## config.mk

```make
export PLATFORM = sky130hd
export DESIGN_NAME = awp_host
export DESIGN_NICKNAME = d
export VERILOG_FILES = /design/src/hw/awp_pkg.sv /design/src/hw/awp_host.sv
export SDC_FILE = /design/constraint.sdc
export NUM_CORES = 1
export LEC_CHECK = 0
export ABC_AREA = 1
export ABC_CLOCK_PERIOD_IN_PS = 1400
export BUFFER_PORTS_ARGS = -buffer_cell sky130_fd_sc_hd__buf_2
export CAP_MARGIN = 40
export CELL_PAD_IN_SITES_DETAIL_PLACEMENT = 0
export CELL_PAD_IN_SITES_GLOBAL_PLACEMENT = 1
export CORE_ASPECT_RATIO = 1.75
export CORE_UTILIZATION = 37
export DETAILED_ROUTE_END_ITERATION = 6
export HOLD_SLACK_MARGIN = 0.03
export MAX_ROUTING_LAYER = met4
export PLACE_DENSITY = 0.86
export SYNTH_ARGS = -nofsm -noshare
export SYNTH_HDL_FRONTEND = slang
export SYNTH_SLANG_ARGS = --single-unit
```

## constraint.sdc

```tcl
create_clock -name MCLK -period 1.4 [get_ports MCLK]
set_input_delay 0.21 -clock MCLK [delete_from_list [all_inputs] [get_ports MCLK]]
set_output_delay 0.21 -clock MCLK [all_outputs]
set_load 0.1 [all_outputs]
```

## src/hw/awp_pkg.sv

```systemverilog
// Shared constants, types and tables for the nonvolatile memory host controller
package awp_pkg;
    // ****************************************************************
    // Timing, all least times rounded up to whole 25 ns clock cycles
    // ****************************************************************
    localparam int CLK_MHZ = 40;
    localparam int ADDR_SETUP_NS = 10;
    localparam int ACCESS_NS = 100;
    localparam int PRECHARGE_NS = 100;
    localparam int SLEEP_EXIT_NS = 1000;
    localparam logic [7:0] SETUP_CYC = 8'((ADDR_SETUP_NS * CLK_MHZ + 999) / 1000);
    localparam logic [7:0] ACCESS_CYC = 8'((ACCESS_NS * CLK_MHZ + 999) / 1000);
    localparam logic [7:0] PRECH_CYC = 8'((PRECHARGE_NS * CLK_MHZ + 999) / 1000);
    localparam logic [7:0] WAKE_CYC = 8'((SLEEP_EXIT_NS * CLK_MHZ + 999) / 1000);

    // ****************************************************************
    // Register map and fields
    // ****************************************************************
    localparam logic [7:0] REG_CMD = 8'h00;
    localparam logic [7:0] REG_ADDR = 8'h04;
    localparam logic [7:0] REG_WDATA = 8'h08;
    localparam logic [7:0] REG_RDATA = 8'h0C;
    localparam logic [7:0] REG_STATUS = 8'h10;
    localparam logic [7:0] REG_SLEEP = 8'h14;
    localparam int CMD_UPPER_OFF = 2;
    localparam int CMD_LOWER_OFF = 3;
    localparam int ST_BUSY = 0;
    localparam int ST_DONE = 1;
    localparam int ST_ASLEEP = 2;
    localparam int ST_ERR = 3;
    localparam logic [1:0] RESP_OKAY = 2'h0;
    localparam logic [1:0] RESP_SLVERR = 2'h2;

    typedef enum logic [1:0] {OP_READ = 2'h0, OP_WRITE = 2'h1, OP_PROTECT = 2'h2} awp_op_t;

    typedef enum logic [5:0] {
        S_IDLE = 6'h01, S_SETUP = 6'h02, S_ACCESS = 6'h04,
        S_PRECH = 6'h08, S_SLEEP = 6'h10, S_WAKE = 6'h20
    } awp_state_t;

    // Memory pin bundle
    typedef struct packed {
        logic chip_sel_n;
        logic write_n;
        logic out_en_n;
        logic upper_byte_n;
        logic lower_byte_n;
        logic sleep_n;
        logic dq_oe_n;
        logic [16:0] addr;
        logic [15:0] dq;
    } awp_pins_t;
    localparam awp_pins_t PINS_RST = '{1'b1, 1'b1, 1'b1, 1'b1, 1'b1, 1'b1, 1'b1,
                                       17'h0_0000, 16'h0000};

    // ****************************************************************
    // Protection change sequence: six reads, three writes, one read
    // ****************************************************************
    localparam logic [3:0] SEQ_LAST = 4'h9;
    localparam logic [3:0] SEQ_BYTE = 4'h6;
    localparam logic [3:0] SEQ_COMPL = 4'h7;
    localparam logic [9:0] SEQ_WRITE = 10'h1C0;
    localparam logic [16:0] SEQ_ADDR [10] = '{
        17'h1_2555, 17'h1_DAAA, 17'h0_1333, 17'h0_ECCC, 17'h0_00FF,
        17'h1_FF00, 17'h1_DAAA, 17'h0_ECCC, 17'h0_FF00, 17'h0_0000
    };
endpackage

```

## src/hw/awp_host.sv

```systemverilog
// Host controller driving the asynchronous nonvolatile memory, AXI4-Lite programmed
//
// Contract
// - Host reaches a new row by dropping chip select anew or changing row bits.
// - Chip select high starts precharge; host holds it high the minimum time.
// - Write strobe low at select fall gives a write; host holds data at select rise.
// - Write runs from strobe fall to first strobe or select rise; one strobe per word.
// - Page writes keep select low, one strobe pulse and column per extra word.
// - Sleep low ignores other pins; finish accesses first, wait exit delay after.
// - Protection byte on the low data lanes; a one protects that sector.
// - Protection change starts with six reads at fixed addresses in order.
// - Then write byte, its complement, any data, and a final read of zero.
// - During the sequence, address stable while selected, with setup before select.
`timescale 1ns/1ps
module awp_host
    import awp_pkg::*;
(
    // Clock and reset
    input wire logic MCLK,
    input wire logic RST_N,
    // AXI4-Lite write channels
    input wire logic [7:0] S_AXI_AWADDR,
    input wire logic S_AXI_AWVALID,
    output logic S_AXI_AWREADY,
    input wire logic [31:0] S_AXI_WDATA,
    input wire logic [3:0] S_AXI_WSTRB,
    input wire logic S_AXI_WVALID,
    output logic S_AXI_WREADY,
    output logic [1:0] S_AXI_BRESP,
    output logic S_AXI_BVALID,
    input wire logic S_AXI_BREADY,
    // AXI4-Lite read channels
    input wire logic [7:0] S_AXI_ARADDR,
    input wire logic S_AXI_ARVALID,
    output logic S_AXI_ARREADY,
    output logic [31:0] S_AXI_RDATA,
    output logic [1:0] S_AXI_RRESP,
    output logic S_AXI_RVALID,
    input wire logic S_AXI_RREADY,
    // Memory pins
    output logic [16:0] MEM_ADDR,
    output logic [15:0] MEM_DQ_O,
    input wire logic [15:0] MEM_DQ_I,
    output logic MEM_DQ_OE_N,
    output logic MEM_CHIP_SEL_N,
    output logic MEM_WRITE_N,
    output logic MEM_OUT_EN_N,
    output logic MEM_UPPER_BYTE_N,
    output logic MEM_LOWER_BYTE_N,
    output logic MEM_SLEEP_N
);
    // ****************************************************************
    // Register file and bus slave
    // ****************************************************************
    awp_state_t st;
    awp_pins_t pins;
    logic [7:0] aw_addr;
    logic [31:0] w_data;
    logic [3:0] w_strb;
    logic [5:0] cmd;
    logic [16:0] addr_reg;
    logic [15:0] wdata_reg;
    logic [15:0] rdata_reg;
    logic done;
    logic err;
    logic sleep_req;
    logic [7:0] cnt;
    logic [3:0] step;
    logic seq;

    // Byte-enable merge so partial-word writes only touch strobed lanes
    function automatic logic [31:0] merge(input logic [31:0] old, input logic [31:0] nw,
                                          input logic [3:0] be);
        logic [31:0] m;
        m = {{8{be[3]}}, {8{be[2]}}, {8{be[1]}}, {8{be[0]}}};
        return (old & ~m) | (nw & m);
    endfunction

    // Write decode; both address and data must have been taken
    wire wr_fire = !S_AXI_AWREADY && !S_AXI_WREADY && !S_AXI_BVALID;
    wire wr_hit = aw_addr == REG_CMD || aw_addr == REG_ADDR || aw_addr == REG_WDATA
                  || aw_addr == REG_STATUS || aw_addr == REG_SLEEP;
    wire wr_cmd = wr_fire && aw_addr == REG_CMD;
    wire launch = wr_cmd && st == S_IDLE && !sleep_req;
    wire [31:0] cmd_new = merge({26'h000_0000, cmd}, w_data, w_strb);
    wire [31:0] stat_clr = wr_fire && aw_addr == REG_STATUS ? (w_data & {{8{w_strb[3]}},
                           {8{w_strb[2]}}, {8{w_strb[1]}}, {8{w_strb[0]}}}) : 32'h0000_0000;

    // Read decode; status shows live controller state
    wire [31:0] status_word = {28'h000_0000, err, st == S_SLEEP || st == S_WAKE, done,
                               st != S_IDLE};
    wire rd_hit = S_AXI_ARADDR <= REG_SLEEP && S_AXI_ARADDR[1:0] == 2'h0;
    wire [31:0] rd_mux = S_AXI_ARADDR == REG_CMD ? {26'h000_0000, cmd} :
                         S_AXI_ARADDR == REG_ADDR ? {15'h0000, addr_reg} :
                         S_AXI_ARADDR == REG_WDATA ? {16'h0000, wdata_reg} :
                         S_AXI_ARADDR == REG_RDATA ? {16'h0000, rdata_reg} :
                         S_AXI_ARADDR == REG_STATUS ? status_word :
                         S_AXI_ARADDR == REG_SLEEP ? {31'h0000_0000, sleep_req} :
                         32'h0000_0000;

    // Write channel handshakes: address and data accepted in either order
    always_ff @(posedge MCLK or negedge RST_N)
    begin
        if (!RST_N)
        begin
            S_AXI_AWREADY <= 1'b1;
            S_AXI_WREADY <= 1'b1;
            S_AXI_BVALID <= 1'b0;
            S_AXI_BRESP <= RESP_OKAY;
            aw_addr <= 8'h00;
            w_data <= 32'h0000_0000;
            w_strb <= 4'h0;
        end
        else
        begin
            if (S_AXI_AWVALID && S_AXI_AWREADY)
            begin
                aw_addr <= S_AXI_AWADDR;
                S_AXI_AWREADY <= 1'b0;
            end
            if (S_AXI_WVALID && S_AXI_WREADY)
            begin
                w_data <= S_AXI_WDATA;
                w_strb <= S_AXI_WSTRB;
                S_AXI_WREADY <= 1'b0;
            end
            if (wr_fire)
            begin
                S_AXI_BVALID <= 1'b1;
                S_AXI_BRESP <= wr_hit ? RESP_OKAY : RESP_SLVERR;
            end
            if (S_AXI_BVALID && S_AXI_BREADY)
            begin
                S_AXI_BVALID <= 1'b0;
                S_AXI_AWREADY <= 1'b1;
                S_AXI_WREADY <= 1'b1;
            end
        end
    end

    // Read channel: one read outstanding, answer one cycle after address
    always_ff @(posedge MCLK or negedge RST_N)
    begin
        if (!RST_N)
        begin
            S_AXI_ARREADY <= 1'b1;
            S_AXI_RVALID <= 1'b0;
            S_AXI_RDATA <= 32'h0000_0000;
            S_AXI_RRESP <= RESP_OKAY;
        end
        else if (S_AXI_ARVALID && S_AXI_ARREADY)
        begin
            S_AXI_ARREADY <= 1'b0;
            S_AXI_RVALID <= 1'b1;
            S_AXI_RDATA <= rd_mux;
            S_AXI_RRESP <= rd_hit ? RESP_OKAY : RESP_SLVERR;
        end
        else if (S_AXI_RVALID && S_AXI_RREADY)
        begin
            S_AXI_RVALID <= 1'b0;
            S_AXI_ARREADY <= 1'b1;
        end
    end

    // Software registers; a command is only stored when it can start
    always_ff @(posedge MCLK or negedge RST_N)
    begin
        if (!RST_N)
        begin
            cmd <= 6'h00;
            addr_reg <= 17'h0_0000;
            wdata_reg <= 16'h0000;
            sleep_req <= 1'b0;
        end
        else if (wr_fire)
        begin
            if (launch)
                cmd <= cmd_new[5:0];
            if (aw_addr == REG_ADDR)
                addr_reg <= 17'(merge({15'h0000, addr_reg}, w_data, w_strb));
            if (aw_addr == REG_WDATA)
                wdata_reg <= 16'(merge({16'h0000, wdata_reg}, w_data, w_strb));
            if (aw_addr == REG_SLEEP && w_strb[0])
                sleep_req <= w_data[0];
        end
    end

    // ****************************************************************
    // Memory cycle sequencer
    // ****************************************************************
    // Current step's address, direction and data; protection byte on low lanes
    wire [16:0] cur_addr = seq ? SEQ_ADDR[step] : addr_reg;
    wire cur_wr = seq ? SEQ_WRITE[step] : cmd[1:0] == OP_WRITE;
    wire [15:0] cur_data = !seq ? wdata_reg :
                           step == SEQ_BYTE ? {8'h00, wdata_reg[7:0]} :
                           step == SEQ_COMPL ? {8'h00, ~wdata_reg[7:0]} :
                           16'h0000;
    wire seq_more = seq && step != SEQ_LAST;
    wire done_evt = st == S_PRECH && cnt == PRECH_CYC - 8'h01 && !seq_more;
    wire err_evt = wr_cmd && !launch;

    // Sticky flags: a new event wins over a clear in the same cycle
    always_ff @(posedge MCLK or negedge RST_N)
    begin
        if (!RST_N)
        begin
            done <= 1'b0;
            err <= 1'b0;
        end
        else
        begin
            done <= done_evt || (done && !stat_clr[ST_DONE]);
            err <= err_evt || (err && !stat_clr[ST_ERR]);
        end
    end

    // Every access: address settles with select high, select low, select high again
    always_ff @(posedge MCLK or negedge RST_N)
    begin
        if (!RST_N)
        begin
            st <= S_IDLE;
            pins <= PINS_RST;
            cnt <= 8'h00;
            step <= 4'h0;
            seq <= 1'b0;
            rdata_reg <= 16'h0000;
        end
        else
        begin
            unique case (st)
                S_IDLE:
                begin
                    cnt <= 8'h00;
                    step <= 4'h0;
                    if (launch)
                    begin
                        seq <= cmd_new[1:0] == OP_PROTECT;
                        st <= S_SETUP;
                    end
                    else if (sleep_req)
                    begin
                        pins.sleep_n <= 1'b0;
                        st <= S_SLEEP;
                    end
                end
                S_SETUP:
                begin
                    // Strobe goes low before select for a select-controlled write
                    pins.addr <= cur_addr;
                    pins.write_n <= !cur_wr;
                    pins.dq <= cur_data;
                    pins.dq_oe_n <= !cur_wr;
                    pins.upper_byte_n <= seq ? 1'b0 : cmd[CMD_UPPER_OFF];
                    pins.lower_byte_n <= seq ? 1'b0 : cmd[CMD_LOWER_OFF];
                    cnt <= cnt + 8'h01;
                    if (cnt == SETUP_CYC)
                    begin
                        pins.chip_sel_n <= 1'b0;
                        pins.out_en_n <= cur_wr;
                        cnt <= 8'h00;
                        st <= S_ACCESS;
                    end
                end
                S_ACCESS:
                begin
                    cnt <= cnt + 8'h01;
                    if (cnt == ACCESS_CYC - 8'h01)
                    begin
                        // Strobe and select rise together: one strobe per word, so no
                        // page write ever starts
                        pins.chip_sel_n <= 1'b1;
                        pins.write_n <= 1'b1;
                        pins.out_en_n <= 1'b1;
                        if (pins.write_n)
                            rdata_reg <= MEM_DQ_I;
                        cnt <= 8'h00;
                        st <= S_PRECH;
                    end
                end
                S_PRECH:
                begin
                    // Data still driven here, so it is valid as select rises
                    cnt <= cnt + 8'h01;
                    if (cnt == PRECH_CYC - 8'h01)
                    begin
                        pins.dq_oe_n <= 1'b1;
                        cnt <= 8'h00;
                        step <= step + 4'h1;
                        st <= seq_more ? S_SETUP : S_IDLE;
                    end
                end
                S_SLEEP:
                    if (!sleep_req)
                    begin
                        pins.sleep_n <= 1'b1;
                        st <= S_WAKE;
                    end
                S_WAKE:
                begin
                    cnt <= cnt + 8'h01;
                    if (cnt == WAKE_CYC - 8'h01)
                        st <= S_IDLE;
                end
            endcase
        end
    end

    // Pins straight from the bundle flip-flops
    assign MEM_ADDR = pins.addr;
    assign MEM_DQ_O = pins.dq;
    assign MEM_DQ_OE_N = pins.dq_oe_n;
    assign MEM_CHIP_SEL_N = pins.chip_sel_n;
    assign MEM_WRITE_N = pins.write_n;
    assign MEM_OUT_EN_N = pins.out_en_n;
    assign MEM_UPPER_BYTE_N = pins.upper_byte_n;
    assign MEM_LOWER_BYTE_N = pins.lower_byte_n;
    assign MEM_SLEEP_N = pins.sleep_n;

    // ****************************************************************
    // Assertions and covers
    // ****************************************************************
    logic [7:0] hi_len;
    logic [7:0] awake_len;

    // Cycles select has been high, and since sleep last ended, saturating
    always_ff @(posedge MCLK or negedge RST_N)
    begin
        if (!RST_N)
        begin
            hi_len <= 8'hFF;
            awake_len <= 8'hFF;
        end
        else
        begin
            hi_len <= !pins.chip_sel_n ? 8'h00 : hi_len == 8'hFF ? hi_len : hi_len + 8'h01;
            awake_len <= !pins.sleep_n ? 8'h00 :
                         awake_len == 8'hFF ? awake_len : awake_len + 8'h01;
        end
    end
endmodule

```

==> impl_results.md <==
* Mapped cell area at 8055 µm²
* TritonCTS Buffers at 17
* Crit Path Class: reg -> reg
* CP endpoint kind: flop
* Cells on worst reg2reg path at 10
* Pwr dens at roughly 1300 nW/µm²
* First-pass GRT wire length at 42670 µm
* Clock Pin Slew Worst Setup and Hold Paths at 0.07 ns
* Most numerous cell in the Yosys netlist: nand2_1
* Max Root-Sink Buffers at 2
* Layout cells sized above 1 at 0.5024
* All-Layer GR Usage at 0.2643
* Clk root buf: clkbuf_16
* Async set-or-reset flop fraction in the synthesized netlist at 1.000
* Setup ws final at -0.2098 ns
* Max_cap viols at 0
* CTS tree: yes
* Maximum clock rate at around 620 MHz
* Reg power frac at 0.372
* Diodes inserted at 0
* FILL cells at 1694
* I/O pin count at 156
* Worst-margin pin slew at between 0.6 and 0.7 ns
* Reg2reg start: st[0]$_DFFE_PN1P_
* End of the worst register-to-register path: st[4]$_DFFE_PN0P_
* Setup-failing EPs final at 125
* CP Launch Point: st[0]$_DFFE_PN1P_
* Vias at between 7000 and 8000
* Post-synth top flop: dfrtp_1
* Sink Count at 169
* Cell Int Power at 10.38 mW
* DRC viols at 0
* Max stage delay cell, worst path: dfstp_2
* Row count at 71
* Top cell type's share of synthesized area at 0.4908
* Register area at 4264 µm²
* Post-layout util at 0.6171
* Iteration-0 DRC count of the detailed router at 435
* Crit-path max FO at 4
* Cell count along the critical path at 10
* Worst Skew at 0.01043 ns
* Worst endpoint required time at 1.73 ns
* Pre-antenna DRT Iters at 7
* Fin area at 13210 µm²
* Power share of the combinational group at 0.356
* Sequential element share of the synthesized area at 0.5267
* Max-slew violation count at 0
* Worst setup SP type: flop
* Die Area at 22390 µm²
* Vias/cell at 5.087
* Core outline area at between 20000 and 25000 µm²
* Clk Latency, worst-skew pair at approximately 0.44 ns
* Total negative slack at -16.24 ns
* Worst setup path end: st[4]$_DFFE_PN0P_
* Crit-path cells: nand2_2, nor2_4, nand2_4, inv_4, nand2_4, nor2_4, buf_12, nor2_2, nand3_1, nand2_1
* Buffers on Ports at 122
* Die Y-Extent at 197.2 µm
* Failing checks: setup timing
* Netlist cell types at 41
* Dpl hpwl at 19040 µm
* Arrival time at the worst endpoint at 1.94 ns
* Area of the multi-input gates at around 4500 µm²
* Synth Instances at 949
* Aggregate routed wire length at 29480 µm
* Total Nets Final at between 1000 and 1500
* Peak VDD IR at 0.6847 mV
* Final GP Congestion at approximately 0.95
* Worst min path class: in -> reg
* Psw at between 6 and 7 mW
* Routed WL per cell at 18.95 µm
* Initial core utilization at 0.3762
* Avg Inst Size Synth at 8.488 µm²
* Leakage at 6.152 nW
* RSZ-0062 raised after global routing: true
* Number of synthesized register bits at 169
* Min Tclk post-route at 1.610 ns
* DP Area at 10010 µm²
* Relative slew margins at 0.5815
* Cell family with most CP delay: simple AND/OR/NAND/NOR gates
* Antenna violations before repair at 0
* Sw frac at 0.3923
* Status: finished, violations left
* Htree depth at 4
* ANT nets after route at 0
* Vias in the first global route at 8087
* R2R setup slack at -0.21 ns
* WHS at 0.02840 ns
* Synth area leaders: dfrtp_1, nand2_1, inv_1
* Gr ovfl total at 0
* Period utilisation layout at 1.150
* CP max stage delay at 0.60 ns
* Pin count of the biggest net entering global routing at 59
* Final Hold Fails at 0
* Area grow syn2layout at 64.03%
* Synth top cells by count: nand2_1, dfrtp_1, inv_1
* Leading area contributor after synthesis: dfrtp_1
* Clk pwr share at 0.272
* Post-synth EDFFs at 0
* Synth warn at 0
* Horiz. Die Dim at 113.5 µm
* Worst path bufs/invs at 2
==> cells in the final DEF, fill, tap and decap left out, types with 42 or more instances in the layout <==
| cell type | count |
|---|---|
| nor2_1 | 66 |
| buf_6 | 42 |
| dfrtp_1 | 155 |
| buf_4 | 136 |
| a21oi_2 | 43 |
| nand2_2 | 53 |
| buf_2 | 57 |
| inv_1 | 104 |
| nand2_1 | 107 |
==> worst reg2reg max path: cells and delay by family, from the launching register on <==
kind,cells,cell delay [ns]
buf+inv,2,0.22
flops,1,0.60
simple gates,8,0.69
==> timing repair <==
item / CTS / global route
pin swaps: 36 / 49
setup buffers: 28 / 16
resized for setup: 288 / 175
cloned: 8 / 9
hold buffers: 31 / 0
endpoints found under the hold margin: 188 / 0
endpoints found under the setup margin: 175 / 154
==> worst min path at each step <==
stage / start / to / slack (ns) / depth (start not counted)
after floorplan: RST_N / MEM_ADDR[0]$_DFFE_PN0P_ / -0.09 / 0
after global placement: RST_N / asynchronous set/reset pin / 0.06 / 1
after detailed placement: RST_N / asynchronous set/reset pin / 0.06 / 1
after CTS: S_AXI_AWADDR[4] / aw_addr[4]$_DFFE_PN0P_ / 0.03 / 3
after global routing: MEM_DQ_I[6] / rdata_reg[6]$_DFFE_PN0P_ / 0.02 / 3
final: MEM_DQ_I[6] / rdata_reg[6]$_DFFE_PN0P_ / 0.03 / 3
==> power by group through the flow <==
stage / combinational (mW) / clock, mW / sequential [mW]
global placement: 4.68 / 0 / 6.22
detailed placement: 4.74 / 0 / 6.25
finish: 6.09 / 4.64 / 6.35
CTS: 5.46 / 4.67 / 6.27
floorplan: 1.98 / 0 / 7.22
global route: 6.46 / 4.87 / 6.41
==> cells by family after synthesis <==
logic type,share of synthesized area
AND/OR/NAND/NOR,0.1984
AO/OA/AOI/OAI,0.1547
buffers and inverters,0.09413
flip-flops,0.5267
multiplexers,0.009786
adder cells (fa/ha/maj),0.009319
XOR/XNOR,0.006524
other,0.0004655
==> layer usage <==
layer | vias up | global-route usage | wire [µm]
met5 | - | - | 0
met2 | 263 | 0.4722 | 16130
li1 | 3661 | - | -
met1 | 3849 | 0.2513 | 9772
met4 | 0 | 0.2032 | 2616
met3 | 143 | 0.04020 | 965
==> metrics by stage <==
stage / total power [mW] / cells / setup WS (ns)
floorplan: 9.201 / 965 / -0.2333
global placement: 10.90 / 1438 / -0.2299
detailed placement: 10.99 / 1438 / -0.2797
CTS: 16.40 / 1536 / -0.1687
global route: 17.74 / 1556 / -0.2720
finish: 17.08 / 1556 / -0.2098
==> layout make-up <==
| class | instances | area share |
|---|---|---|
| inverters | 127 | 0.03759 |
| multi-input cells | 628 | 0.3417 |
| well taps | 292 | 0.02765 |
| flip-flops and latches | 169 | 0.3227 |
| clock inverters | 10 | 0.006439 |
| repair buffers | 308 | 0.2265 |
| clock buffers | 22 | 0.03741 |
No activity file was read; power rests on OpenSTA's default activity.
